File: config.mk
export PLATFORM = sky130hd
export DESIGN_NAME = ccm_unit
export DESIGN_NICKNAME = d
export VERILOG_FILES = /design/src/ccm_pkg.sv /design/src/ccm_unit.sv /design/src/ccm_capture_edge.sv /design/src/ccm_event_flags.sv
export SDC_FILE = /design/constraint.sdc
export NUM_CORES = 1
export LEC_CHECK = 0
export ABC_AREA = 1
export ABC_CLOCK_PERIOD_IN_PS = 2200
export BUFFER_PORTS_ARGS = -buffer_cell sky130_fd_sc_hd__buf_4
export CAP_MARGIN = 20
export CORE_MARGIN = 2
export CORE_UTILIZATION = 60
export CTS_BUF_LIST = sky130_fd_sc_hd__clkbuf_2 sky130_fd_sc_hd__clkbuf_4 sky130_fd_sc_hd__clkbuf_8
export DETAILED_ROUTE_END_ITERATION = 10
export HOLD_SLACK_MARGIN = 0.12
export PLACE_DENSITY = 0.85
export SYNTH_ARGS = -nofsm -noshare
export SYNTH_HDL_FRONTEND = slang
export SYNTH_SLANG_ARGS = --single-unit
File: constraint.sdc
create_clock -name sys_clk -period 2.2 [get_ports sys_clk]
set_input_delay 0.11 -clock sys_clk [delete_from_list [all_inputs] [get_ports sys_clk]]
set_output_delay 0.11 -clock sys_clk [all_outputs]
set_load 0.02 [all_outputs]
File: src/ccm_pkg.sv
package ccm_pkg;

  // ==========================================================
  // Widths
  localparam int DATA_W = 8;
  localparam int ADDR_W = 3;
  localparam int CNT_W = 16;
  localparam int PRESC_W = 4;

  // ==========================================================
  // Register offsets
  localparam logic [ADDR_W-1:0] OFF_CTRL = 3'h0;
  localparam logic [ADDR_W-1:0] OFF_VAL_LO = 3'h1;
  localparam logic [ADDR_W-1:0] OFF_VAL_HI = 3'h2;
  localparam logic [ADDR_W-1:0] OFF_FLAG = 3'h3;
  localparam logic [ADDR_W-1:0] OFF_ENABLE = 3'h4;
  localparam logic [ADDR_W-1:0] OFF_PORT = 3'h5;

  // ==========================================================
  // Field positions and reset values
  localparam int CTRL_W = 6;
  localparam int PORT_DATA_BIT = 0;
  localparam int PORT_DIR_BIT = 1;
  localparam logic [CTRL_W-1:0] CTRL_RST = 6'h00;
  localparam logic [1:0] PORT_RST = 2'h2;
  localparam logic [DATA_W-1:0] FLAG_MASK = 8'h04;
  localparam logic [DATA_W-1:0] FLAG_RST = 8'h00;
  localparam logic [CNT_W-1:0] VAL_RST = 16'h0000;
  localparam logic [PRESC_W-1:0] PRESC_RST = 4'h0;
  localparam logic [PRESC_W-1:0] PRESC_LAST16 = 4'hF;
  localparam logic [1:0] PRESC_LAST4 = 2'h3;

  // ==========================================================
  // Mode field encodings
  typedef enum logic [3:0] {
    MODE_OFF = 4'h0,
    CAP_FALL = 4'h4,
    CAP_RISE = 4'h5,
    CAP_4TH = 4'h6,
    CAP_16TH = 4'h7,
    CMP_SET = 4'h8,
    CMP_CLR = 4'h9,
    CMP_SWI = 4'hA,
    CMP_TRIG = 4'hB
  } ccm_mode_e;
  localparam logic [1:0] GRP_CAP = 2'h1;
  localparam logic [1:0] GRP_CMP = 2'h2;
  localparam logic [1:0] GRP_PWM = 2'h3;

  // ==========================================================
  // Register port request
  typedef struct packed {
    logic [ADDR_W-1:0] addr;
    logic [DATA_W-1:0] wdata;
    logic wr;
    logic rd;
  } ccm_bus_req_s;

endpackage

File: src/ccm_unit.sv
// The placing of the registers and the address-and-strobe port were decided locally.
`timescale 1ns/1ps
module ccm_unit #(
  parameter bit IS_UNIT_TWO = 1'b0
) (
  input wire logic sys_clk,
  input wire logic rst,
  input wire ccm_pkg::ccm_bus_req_s busReq,
  output logic [ccm_pkg::DATA_W-1:0] rdData,
  input wire logic [ccm_pkg::CNT_W-1:0] timerCount,
  input wire logic capPinIn,
  output logic capPinOut,
  output logic capPinOe,
  input wire logic pwmLevel,
  input wire logic adcEnable,
  output logic timerClear,
  output logic adcStart,
  output logic irq
);
  import ccm_pkg::*;

  // ==========================================================
  // Register decode
  logic wrCtrl;
  logic wrLo;
  logic wrHi;
  logic wrFlag;
  logic wrEnable;
  logic wrPort;
  logic [CTRL_W-1:0] ctrl_q;
  logic [1:0] port_q;
  logic [CNT_W-1:0] valPair_q;
  logic [DATA_W-1:0] rdData_q;
  logic [DATA_W-1:0] rdMux;
  logic [DATA_W-1:0] flagStatus;
  logic [DATA_W-1:0] flagMask;
  logic [DATA_W-1:0] flagSet;
  logic [3:0] mode;

  // Strobes qualified by address; unmapped offsets are ignored
  assign wrCtrl = busReq.wr && busReq.addr == OFF_CTRL;
  assign wrLo = busReq.wr && busReq.addr == OFF_VAL_LO;
  assign wrHi = busReq.wr && busReq.addr == OFF_VAL_HI;
  assign wrFlag = busReq.wr && busReq.addr == OFF_FLAG;
  assign wrEnable = busReq.wr && busReq.addr == OFF_ENABLE;
  assign wrPort = busReq.wr && busReq.addr == OFF_PORT;

  // ==========================================================
  // Mode decode
  logic capMode;
  logic cmpMode;
  logic pwmMode;

  assign mode = ctrl_q[3:0];
  assign capMode = mode[3:2] == GRP_CAP;
  assign cmpMode = mode[3:2] == GRP_CMP;
  assign pwmMode = mode[3:2] == GRP_PWM;

  // Control register; upper two bits always read as zero
  always_ff @(posedge sys_clk or posedge rst) begin
    if (rst) begin
      ctrl_q <= CTRL_RST;
    end else if (wrCtrl) begin
      ctrl_q <= busReq.wdata[CTRL_W-1:0];
    end
  end

  // Port latch: data bit and direction bit (one means input)
  always_ff @(posedge sys_clk or posedge rst) begin
    if (rst) begin
      port_q <= PORT_RST;
    end else if (wrPort) begin
      port_q <= busReq.wdata[1:0];
    end
  end

  // ==========================================================
  // Pin path
  logic pinOut_q;
  logic pinDrive;
  logic pinLevel;
  logic cmpLatch_q;

  // Peripheral drives the pin level in compare and PWM modes; the output enable always follows the port direction bit
  assign pinDrive = pwmMode ? pwmLevel :
    cmpMode ? cmpLatch_q : port_q[PORT_DATA_BIT];
  assign capPinOe = ~port_q[PORT_DIR_BIT];
  assign capPinOut = pinOut_q;
  // A driven pin is watched at its own driven level
  assign pinLevel = capPinOe ? pinOut_q : capPinIn;

  // Registered pin level keeps the output glitch free
  always_ff @(posedge sys_clk or posedge rst) begin
    if (rst) begin
      pinOut_q <= 1'b0;
    end else begin
      pinOut_q <= pinDrive;
    end
  end

  // ==========================================================
  // Capture path
  logic capEvent;

  ccm_capture_edge u_edge (
    .sys_clk(sys_clk),
    .rst(rst),
    .pinLevel(pinLevel),
    .mode(mode),
    .capEvent(capEvent),
    .prescCount()
  );

  // Capture/compare value pair; a capture beats a software write.
  // No overrun guard: a later event simply overwrites the pair.
  always_ff @(posedge sys_clk or posedge rst) begin
    if (rst) begin
      valPair_q <= VAL_RST;
    end else if (capEvent) begin
      valPair_q <= timerCount;
    end else begin
      if (wrLo) begin
        valPair_q[7:0] <= busReq.wdata;
      end
      if (wrHi) begin
        valPair_q[15:8] <= busReq.wdata;
      end
    end
  end

  // ==========================================================
  // Compare path
  logic matchNow;
  logic matchPrev_q;
  logic matchPulse;
  logic trigPulse;
  logic timerClear_q;
  logic adcStart_q;

  // Act once per match, not for every cycle the timer sits there
  assign matchNow = cmpMode && timerCount == valPair_q;
  assign matchPulse = matchNow & ~matchPrev_q;
  assign trigPulse = matchPulse && mode == CMP_TRIG;

  // Compare output latch; forced low while the unit is off
  always_ff @(posedge sys_clk or posedge rst) begin
    if (rst) begin
      cmpLatch_q <= 1'b0;
    end else if (mode == MODE_OFF) begin
      cmpLatch_q <= 1'b0;
    end else if (matchPulse && mode == CMP_SET) begin
      cmpLatch_q <= 1'b1;
    end else if (matchPulse && mode == CMP_CLR) begin
      cmpLatch_q <= 1'b0;
    end
  end

  // Match history and trigger pulses to the timer and converter
  always_ff @(posedge sys_clk or posedge rst) begin
    if (rst) begin
      matchPrev_q <= 1'b0;
      timerClear_q <= 1'b0;
      adcStart_q <= 1'b0;
    end else begin
      matchPrev_q <= matchNow;
      timerClear_q <= trigPulse;
      adcStart_q <= trigPulse & IS_UNIT_TWO & adcEnable;
    end
  end

  assign timerClear = timerClear_q;
  assign adcStart = adcStart_q;

  // ==========================================================
  // Event flag and interrupt
  // Every compare mode flags its match; pin action depends on mode
  assign flagSet = FLAG_MASK & {DATA_W{capEvent | matchPulse}};

  ccm_event_flags u_flags (
    .sys_clk(sys_clk),
    .rst(rst),
    .setIn(flagSet),
    .clrWr(wrFlag),
    .maskWr(wrEnable),
    .wrData(busReq.wdata),
    .status(flagStatus),
    .mask(flagMask),
    .irq(irq)
  );

  // ==========================================================
  // Read path: data valid only in the cycle after the strobe
  assign rdMux = busReq.addr == OFF_CTRL ? {2'b00, ctrl_q} :
    busReq.addr == OFF_VAL_LO ? valPair_q[7:0] :
    busReq.addr == OFF_VAL_HI ? valPair_q[15:8] :
    busReq.addr == OFF_FLAG ? flagStatus :
    busReq.addr == OFF_ENABLE ? flagMask :
    busReq.addr == OFF_PORT ? {6'h00, port_q} : 8'h00;

  // Read data register returns to zero when no read is pending
  always_ff @(posedge sys_clk or posedge rst) begin
    if (rst) begin
      rdData_q <= 8'h00;
    end else begin
      rdData_q <= busReq.rd ? rdMux : 8'h00;
    end
  end

  assign rdData = rdData_q;

  // ==========================================================
  // Checks
  capture_load_a: assert property (
    @(posedge sys_clk) disable iff (rst)
    capEvent |=> valPair_q == $past(timerCount))
    else $error("capture pair did not load the timer count");

  cmp_high_a: assert property (
    @(posedge sys_clk) disable iff (rst)
    (matchPulse && mode == CMP_SET) |=> cmpLatch_q ##1 capPinOut)
    else $error("set-on-match did not raise the pin");

  cmp_low_a: assert property (
    @(posedge sys_clk) disable iff (rst)
    (matchPulse && mode == CMP_CLR) |=> !cmpLatch_q)
    else $error("clear-on-match did not lower the output");

  swi_pin_a: assert property (
    @(posedge sys_clk) disable iff (rst)
    (matchPulse && mode == CMP_SWI) |=> cmpLatch_q == $past(cmpLatch_q))
    else $error("software interrupt mode changed the pin");

  trig_pulse_a: assert property (
    @(posedge sys_clk) disable iff (rst)
    trigPulse |=> timerClear ##1 !timerClear)
    else $error("special trigger did not pulse timer clear");

  off_latch_a: assert property (
    @(posedge sys_clk) disable iff (rst)
    (mode == MODE_OFF) |=> !cmpLatch_q)
    else $error("compare latch not forced low when off");

  match_flag_a: assert property (
    @(posedge sys_clk) disable iff (rst)
    (matchPulse || capEvent) |=> flagStatus[2])
    else $error("event did not set the unit flag");

  rd_idle_a: assert property (
    @(posedge sys_clk) disable iff (rst)
    !busReq.rd |=> rdData == 8'h00)
    else $error("read data not zero outside a read");

  rd_ctrl_a: assert property (
    @(posedge sys_clk) disable iff (rst)
    (busReq.rd && busReq.addr == OFF_CTRL) |=>
    rdData == {2'b00, $past(ctrl_q)})
    else $error("control read did not return the mode field");

  ctrl_load_a: assert property (
    @(posedge sys_clk) disable iff (rst)
    wrCtrl |=> ctrl_q == $past(busReq.wdata[CTRL_W-1:0]))
    else $error("control write did not land");

  val_lo_a: assert property (
    @(posedge sys_clk) disable iff (rst)
    (wrLo && !capEvent) |=> valPair_q[7:0] == $past(busReq.wdata))
    else $error("low value byte write did not land");

  val_hi_a: assert property (
    @(posedge sys_clk) disable iff (rst)
    (wrHi && !capEvent) |=> valPair_q[15:8] == $past(busReq.wdata))
    else $error("high value byte write did not land");

  pwm_follow_a: assert property (
    @(posedge sys_clk) disable iff (rst)
    pwmMode |=> capPinOut == $past(pwmLevel))
    else $error("pin did not follow the waveform input");

  trig_pin_a: assert property (
    @(posedge sys_clk) disable iff (rst)
    (matchPulse && mode == CMP_TRIG) |=> cmpLatch_q == $past(cmpLatch_q))
    else $error("special trigger changed the pin");

  adc_gate_a: assert property (
    @(posedge sys_clk) disable iff (rst)
    (trigPulse && !adcEnable) |=> !adcStart)
    else $error("conversion started while converter disabled");

  adc_pair_a: assert property (
    @(posedge sys_clk) disable iff (rst)
    adcStart |-> timerClear)
    else $error("conversion start without timer clear");

  off_quiet_a: assert property (
    @(posedge sys_clk) disable iff (rst)
    (mode == MODE_OFF) |-> !(capEvent || matchPulse))
    else $error("event raised while the unit is off");

  cap_only_a: assert property (
    @(posedge sys_clk) disable iff (rst)
    capEvent |-> capMode)
    else $error("capture event outside capture modes");

  port_cap_a: assert property (
    @(posedge sys_clk) disable iff (rst)
    (mode == CAP_RISE && capPinOe && $past(capPinOe) &&
    capPinOut && !$past(capPinOut)) |-> capEvent)
    else $error("driven pin edge did not capture");

endmodule

File: src/ccm_capture_edge.sv
`timescale 1ns/1ps
module ccm_capture_edge (
  input wire logic sys_clk,
  input wire logic rst,
  input wire logic pinLevel,
  input wire logic [3:0] mode,
  output logic capEvent,
  output logic [ccm_pkg::PRESC_W-1:0] prescCount
);
  import ccm_pkg::*;

  logic prevPin_q;
  logic [PRESC_W-1:0] presc_q;
  logic [PRESC_W-1:0] presc_d;
  logic capMode;
  logic rise;
  logic fall;
  logic hit4;
  logic hit16;

  // ==========================================================
  // Edge detection and event select
  assign capMode = mode[3:2] == GRP_CAP;
  assign rise = pinLevel & ~prevPin_q;
  assign fall = ~pinLevel & prevPin_q;
  assign hit4 = rise && presc_q[1:0] == PRESC_LAST4;
  assign hit16 = rise && presc_q == PRESC_LAST16;
  assign capEvent = capMode & (
    (mode == CAP_FALL & fall) | (mode == CAP_RISE & rise) |
    (mode == CAP_4TH & hit4) |
    (mode == CAP_16TH & hit16));
  // Counter keeps running across prescaler swaps on purpose
  assign presc_d = !capMode ? PRESC_RST :
    rise ? PRESC_W'(presc_q + 1'b1) : presc_q;
  assign prescCount = presc_q;

  // Previous pin level and prescaler; the pin history runs in every
  // mode, so a mode change finds no stale edge to report
  always_ff @(posedge sys_clk or posedge rst) begin
    if (rst) begin
      prevPin_q <= 1'b0;
      presc_q <= PRESC_RST;
    end else begin
      prevPin_q <= pinLevel;
      presc_q <= presc_d;
    end
  end

  fall_capture_a: assert property (
    @(posedge sys_clk) disable iff (rst)
    (mode == CAP_FALL && !pinLevel && $past(pinLevel)) |-> capEvent)
    else $error("falling edge missed in falling capture mode");

  sixteenth_a: assert property (
    @(posedge sys_clk) disable iff (rst)
    (mode == CAP_16TH && capEvent) |-> (presc_q == 4'hF && rise))
    else $error("sixteenth edge capture at wrong count");

  presc_clear_a: assert property (
    @(posedge sys_clk) disable iff (rst)
    (mode[3:2] != 2'h1) |=> (presc_q == 4'h0))
    else $error("prescaler not cleared outside capture");

endmodule

File: src/ccm_event_flags.sv
`timescale 1ns/1ps
module ccm_event_flags (
  input wire logic sys_clk,
  input wire logic rst,
  input wire logic [ccm_pkg::DATA_W-1:0] setIn,
  input wire logic clrWr,
  input wire logic maskWr,
  input wire logic [ccm_pkg::DATA_W-1:0] wrData,
  output logic [ccm_pkg::DATA_W-1:0] status,
  output logic [ccm_pkg::DATA_W-1:0] mask,
  output logic irq
);
  import ccm_pkg::*;

  logic [DATA_W-1:0] stat_q;
  logic [DATA_W-1:0] mask_q;

  // ==========================================================
  // Sticky flags, write one to clear; a set in the same cycle wins
  for (genvar i = 0; i < DATA_W; i++) begin : g_flag
    always_ff @(posedge sys_clk or posedge rst) begin
      if (rst) begin
        stat_q[i] <= FLAG_RST[i];
        mask_q[i] <= 1'b0;
      end else begin
        if (FLAG_MASK[i] && setIn[i]) begin
          stat_q[i] <= 1'b1;
        end else if (clrWr && wrData[i]) begin
          stat_q[i] <= 1'b0;
        end
        if (maskWr) begin
          mask_q[i] <= wrData[i] & FLAG_MASK[i];
        end
      end
    end
  end

  // Level interrupt while any enabled flag stands
  assign irq = |(stat_q & mask_q);
  assign status = stat_q;
  assign mask = mask_q;

  flag_sticky_a: assert property (
    @(posedge sys_clk) disable iff (rst)
    (setIn[2] || (stat_q[2] && !(clrWr && wrData[2]))) |=> stat_q[2])
    else $error("event flag lost or cleared by hardware");

  irq_level_a: assert property (
    @(posedge sys_clk) disable iff (rst)
    (stat_q[2] && mask_q[2]) |-> irq)
    else $error("interrupt low with enabled flag set");

endmodule

; Word-level counts from Yosys, hierarchy flattened
; Cells that the tools add are included.
[word_totals]
regBits = 43
latchBits = 0
ram_bits = 0
mem_bits_ro = 0
wordCells = 90
n_memories = 0
[classes]
n_addsub = 1
n_mul = 0
div_mod_pow = 0
magnitude_cmp = 0
eq_ne = 19
shift = 0
n_mux = 20
bitwise = 17
n_reduce_logical = 20
[op_table]
columns = cell, count
row1 = $mux 8, 6
row2 = $eq 16x16->1, 1
row3 = $eq 4x3->1 const B, 4
row4 = $eq 4x4->1 const B, 4
row5 = $mux 16, 1
row6 = $logic_and 1x1->1, 13
row7 = $and 1x1->1, 8
row8 = $mux 1, 8
row9 = $mux 4, 2
row10 = $reduce_or 8->1, 1
row11 = $eq 2x2->1 const B, 3
row12 = $eq 3x2->1 const B, 2
row13 = $eq 3x3->1 const B, 2
row14 = $mux 3, 2
row15 = $reduce_bool 2->1, 3
row16 = $add 4x1->4 const B, 1
row17 = $logic_not 4->1, 1
row18 = $not 1->1, 4
row19 = $or 1x1->1, 4
row20 = $and 3x3->3, 1
row21 = $eq 3x1->1 const B, 1
row22 = $logic_not 3->1, 1
row23 = $reduce_bool 3->1, 1
row24 = $eq 2x1->1 const B, 1
row25 = 2 further kinds, 2

; Depth between registers and ports, before layout
[depth]
ltp_word = 10
depth_mapped = 11
mapped_depth_nobuf = 11

; Hierarchy
; From an unflattened synthesis, not the netlist that was laid out.
[unflattened]
hier_cells = 396
area_unflattened_um2 = 2797.7
[by_module_without_submodules]
columns = module, n_inst, cells_per_inst, area_each_um2
row1 = ccm_unit, 1, 323, 2270.9
row2 = ccm_capture_edge, 1, 46, 329.1
row3 = ccm_event_flags, 1, 27, 197.7

; Worst setup path before layout
; Ideal clock, no wire load.
[synth_path]
kind = register to register
from = register port_q[1]
to = register valPair_q[6]
setup_ps = 127
t_arrival_ps = 1358
required_time_ps = 2073
slack_ps = 715
path_stages_with_launch = 11
path_buffers = 1
synth_period_minus_slack_ps = 1485
path_cell_list = dfstp_2 nand2_2 nand2_4 nand2_4 nor2_4 nand2_1 nand3_2 nand2_4 buf_6 nand3_1 o211ai_2
[synth_between]
elab_chain_cells = 9
word_cells_on_any_way = 16
classes_between = mux (2) / bitwise (11) / reduce/logical (3)
[synth_lines]
columns = item, line_no
row1 = "start, declared", ccm_unit.sv:31  ; logic [1:0] port_q;
row2 = "start signal, assigned", ccm_unit.sv:73  ; port_q <= busReq.wdata[1:0];
row3 = $mux 1 (*), ccm_unit.sv:90  ; assign pinLevel = capPinOe ? pinOut_q : capPinIn;
row4 = via pinLevel, ccm_unit.sv:81  ; logic pinLevel;
row5 = $not 1->1, ccm_capture_edge.sv:25  ; assign fall = ~pinLevel & prevPin_q;
row6 = $and 1x1->1, ccm_capture_edge.sv:25
row7 = $and 1x1->1, ccm_capture_edge.sv:29  ; (mode == CAP_FALL & fall) | (mode == CAP_RISE & rise) |
row8 = $or 1x1->1 (2 in series), ccm_capture_edge.sv:29
row9 = $or 1x1->1 (*), ccm_capture_edge.sv:30  ; (mode == CAP_4TH & hit4) |
row10 = $and 1x1->1 (*), ccm_capture_edge.sv:28  ; assign capEvent = capMode & (
row11 = $mux 16 / $reduce_bool 2->1 (equally long branches), -
row12 = "end signal, assigned", ccm_unit.sv:120  ; valPair_q <= timerCount;
row13 = "end signal, assigned", ccm_unit.sv:123  ; valPair_q[7:0] <= busReq.wdata;
row14 = "end, declared", ccm_unit.sv:32  ; logic [CNT_W-1:0] valPair_q;
; The timed path passes the listed nets; every way through them passes the cells marked *.
; A chain may end at the register's enable or synchronous reset.

; Worst setup path in the final report
; Same ends and word-level chain as after synthesis.

==> flow_summary.toml <==
[clocking]
cts.sinks = 43
cts.reportedPaths.clkPinSlew_ns = 0.08
numCtsBuffers = 5
cts.htree.levels = 2
cts_tree = "yes"
clk_latency_ns = 0.30
post_cts_buffers = 0
clockBufferDepth = 2
cts-root-buf = "clkbuf_8"

[setup_path]
crit_cells = 10
crit_chain = "nand2_2, nand2_4, nand2_4, nor2_4, nand2_1, nand3_2, nand2_4, buf_12, nand3_1, o211ai_2"
cp_common_cell = "nand2_4"
critPathArrivalTime_ns = 1.96
worstRegToRegCells = 10
required_ns = 2.39
slowest_delay_ns = 0.58
cp-start-kind = "flip-flop"
cpMaxStageDelayCell = "dfstp_2"
critPathTopFamily = "simple AND/OR/NAND/NOR gates"
endpoint_kind = "flip-flop"
path_max_fanout = 26
crit_buf_inv = 1
criticalPathCategory = "flip-flop to flip-flop"

[timing]
rsz0062_at_grt = "false"
fin_crit_ns = 1.770
finalSetupTns_ns = 0
relSlewSlack_pct = 63.53
skew_ns = 0.003238
final_hold_viol_count = 0
tightest_slew_ns = 0.5470
layout_setup_ws_ns = 0.4296
maxSlewViolCount = 0
period_share_pct = 80.47
max_freq_ghz = 0.5649
setup_viol = 0

[synthesis]
synth_flop_cell = "dfrtp_1"
synth_cells = 313
ys_types = 37
synth_area_mm2 = 0.002561
yosys.area.top_type_share_pct = 41.04
synth_edf_count = 0
synth_seq_cells = 43
synth-seq-area-share_pct = 42.06
synth_top_area_cell = "dfrtp_1"
syn_area_per_cell_um2 = 8.183
yosysWarningCount = 0
ys_async_sr_fraction_pct = 100.0
syn_nets = 348
synth_area_leaders = "dfrtp_1 41%, nand3_1 11%, nand2_1 7.9%, inv_1 5.0%, o211ai_2 3.9%"

[cells_and_area]
area_growth_syn_to_layout_pct = 26.97
drive_gt1_share_pct = 24.87
diodes = 0
mostFrequentLayoutCells = "56 x nand3_1, 54 x nand2_1, 45 x buf_4"
n_fill_cell = 267
nNetsFinal = 416
layout_commonest_cell = "nand3_1"

[global_route]
grt_overflow = 0
grt_usage_pct = 29.44
grt_antenna_before_repair = 0
grt_max_degree = 44
grt_pass1_vias = 2429
grt_pass1_wl_um = 11200

[power]
vdd_drop_max_v = 0.0004983
p_leak_nw = 1.621
power.density_mw_per_mm2 = 795.1

[placement]
post-place-ws_ns = 0.4840
dp_hpwl_um = 4577
port_buffers = 44
gp_congestion = 0.8941

[worst_hold_path]
hold_class = "primary input to flip-flop"
hold_depth = 3

[drt]
first_pass_iters = 5
wl_um = 6597
final_antenna_net_count = 0
drtIter0Drc = 329
vias = 2470
avgRoutedWirePerCell_um = 15.27
drc = 0
vias_per_cell = 5.718

[floorplanning]
coreArea_mm2 = 0.004058
start_util_pct = 63.12
rows = 23
io_pins = 47
dieArea_mm2 = 0.004807
die_w_um = 69.34
die_height_um = 69.34

[flow_run]
timing.max_cap.violations = 0

[outcome]
run_status = "finished clean"
## kinds of logic after synthesis
logic type | Yosys count | synth area share [%]
buffers and inverters | 48 | 8.402
AND/OR/NAND/NOR | 163 | 32.78
XOR/XNOR | 11 | 3.762
multiplexers | 2 | 0.8793
flip-flops | 43 | 42.06
adder cells (fa/ha/maj) | 1 | 0.4884
other | 1 | 0.1464
AO/OA/AOI/OAI | 44 | 11.48
## sequential cells by signal, indices dropped and copies added (netlist names)
signal / flops
u_edge.prescCount: 4
u_edge.prevPin_q: 1
valPair_q: 16
capPinOut: 1
u_flags.mask: 1
timerClear: 1
matchPrev_q: 1
u_flags.status: 1
port_q: 2
cmpLatch_q: 1
rdData: 8
ctrl_q: 6
## Yosys cell counts (3+ instances only)
cell and number:
a21oi_1 13, nor3_1 3, nand4_1 3, nand3_2 4, inv_2 8, dfrtp_1 42, nor2_4 5, o21ai_0 17
xor2_1 4, nor2_1 22, inv_1 34, xnor2_1 7, o211ai_2 8, nand2_1 54, buf_6 4, nand2_4 5
nand3_1 56
## metrics by stage
stage                     cells  hold WS (ns)  power [W]  utilization (%)  cell area, um2
after floorplan             313        0.2347   0.001656                -            2561
after global placement      403        0.2865   0.001860            72.06            2924
after detailed placement    403        0.2824   0.001891            72.06            2924
after CTS                   432        0.1220   0.002567            80.14            3252
after global routing        432        0.1363   0.002742            80.14            3252
final                       432        0.1207   0.002586            80.14            3252
## routing by layer
layer	part of all wire, %	GRT usage, %	up-vias
met5	0	0	-
met4	2.7	11.33	0
met3	8.3	5.669	20
met2	49	48.40	114
met1	40	38.57	1162
li1	-	-	1174
## timing repair
item / in CTS / in global routing
endpoints found under the hold margin: 68 / 0
hold buffers: 21 / 0
resized for setup: 0 / 0
## layout make-up
type                       instances  area, um2  area share, %
inverter                          42      157.7          4.848
clock buffer                       6      82.58          2.539
tap                               50      62.56          1.924
clock inverter                     2      35.03          1.077
timing repair buffer              67      568.0          17.47
sequential                        43       1077          33.13
multi-input combinational        222       1269          39.02
## power by group
group	total [W]	switching (W)	leakage, nW	internal, W
logic	0.000778	0.000426	1.01	0.000352
registers	0.00116	0.000196	0.553	0.000962
clock network	0.000648	0.000281	0.0612	0.000367
## worst register-to-register path: cells and delay by family (launching register included)
| family | cells | cell delay [ns] |
|---|---|---|
| buffers and inverters | 1 | 0.22 |
| AO/OA/AOI/OAI | 1 | 0.09 |
| AND/OR/NAND/NOR | 8 | 0.76 |
| flip-flops | 1 | 0.58 |
## worst paths after layout
| check | from | end | slack [ns] |
|---|---|---|---|
| max | port_q[1] | valPair_q[6] | 0.43 |
| min | timerCount[1] | valPair_q[1] | 0.12 |
| max reg2reg | port_q[1] | valPair_q[6] | 0.43 |
| min reg2reg | cmpLatch_q | capPinOut | 0.52 |
| max in group asynchronous | rst | valPair_q[5] | 1.31 |
| min in group asynchronous | rst | rdData[0] | 0.51 |
No activity file was read; power rests on OpenSTA's default activity.
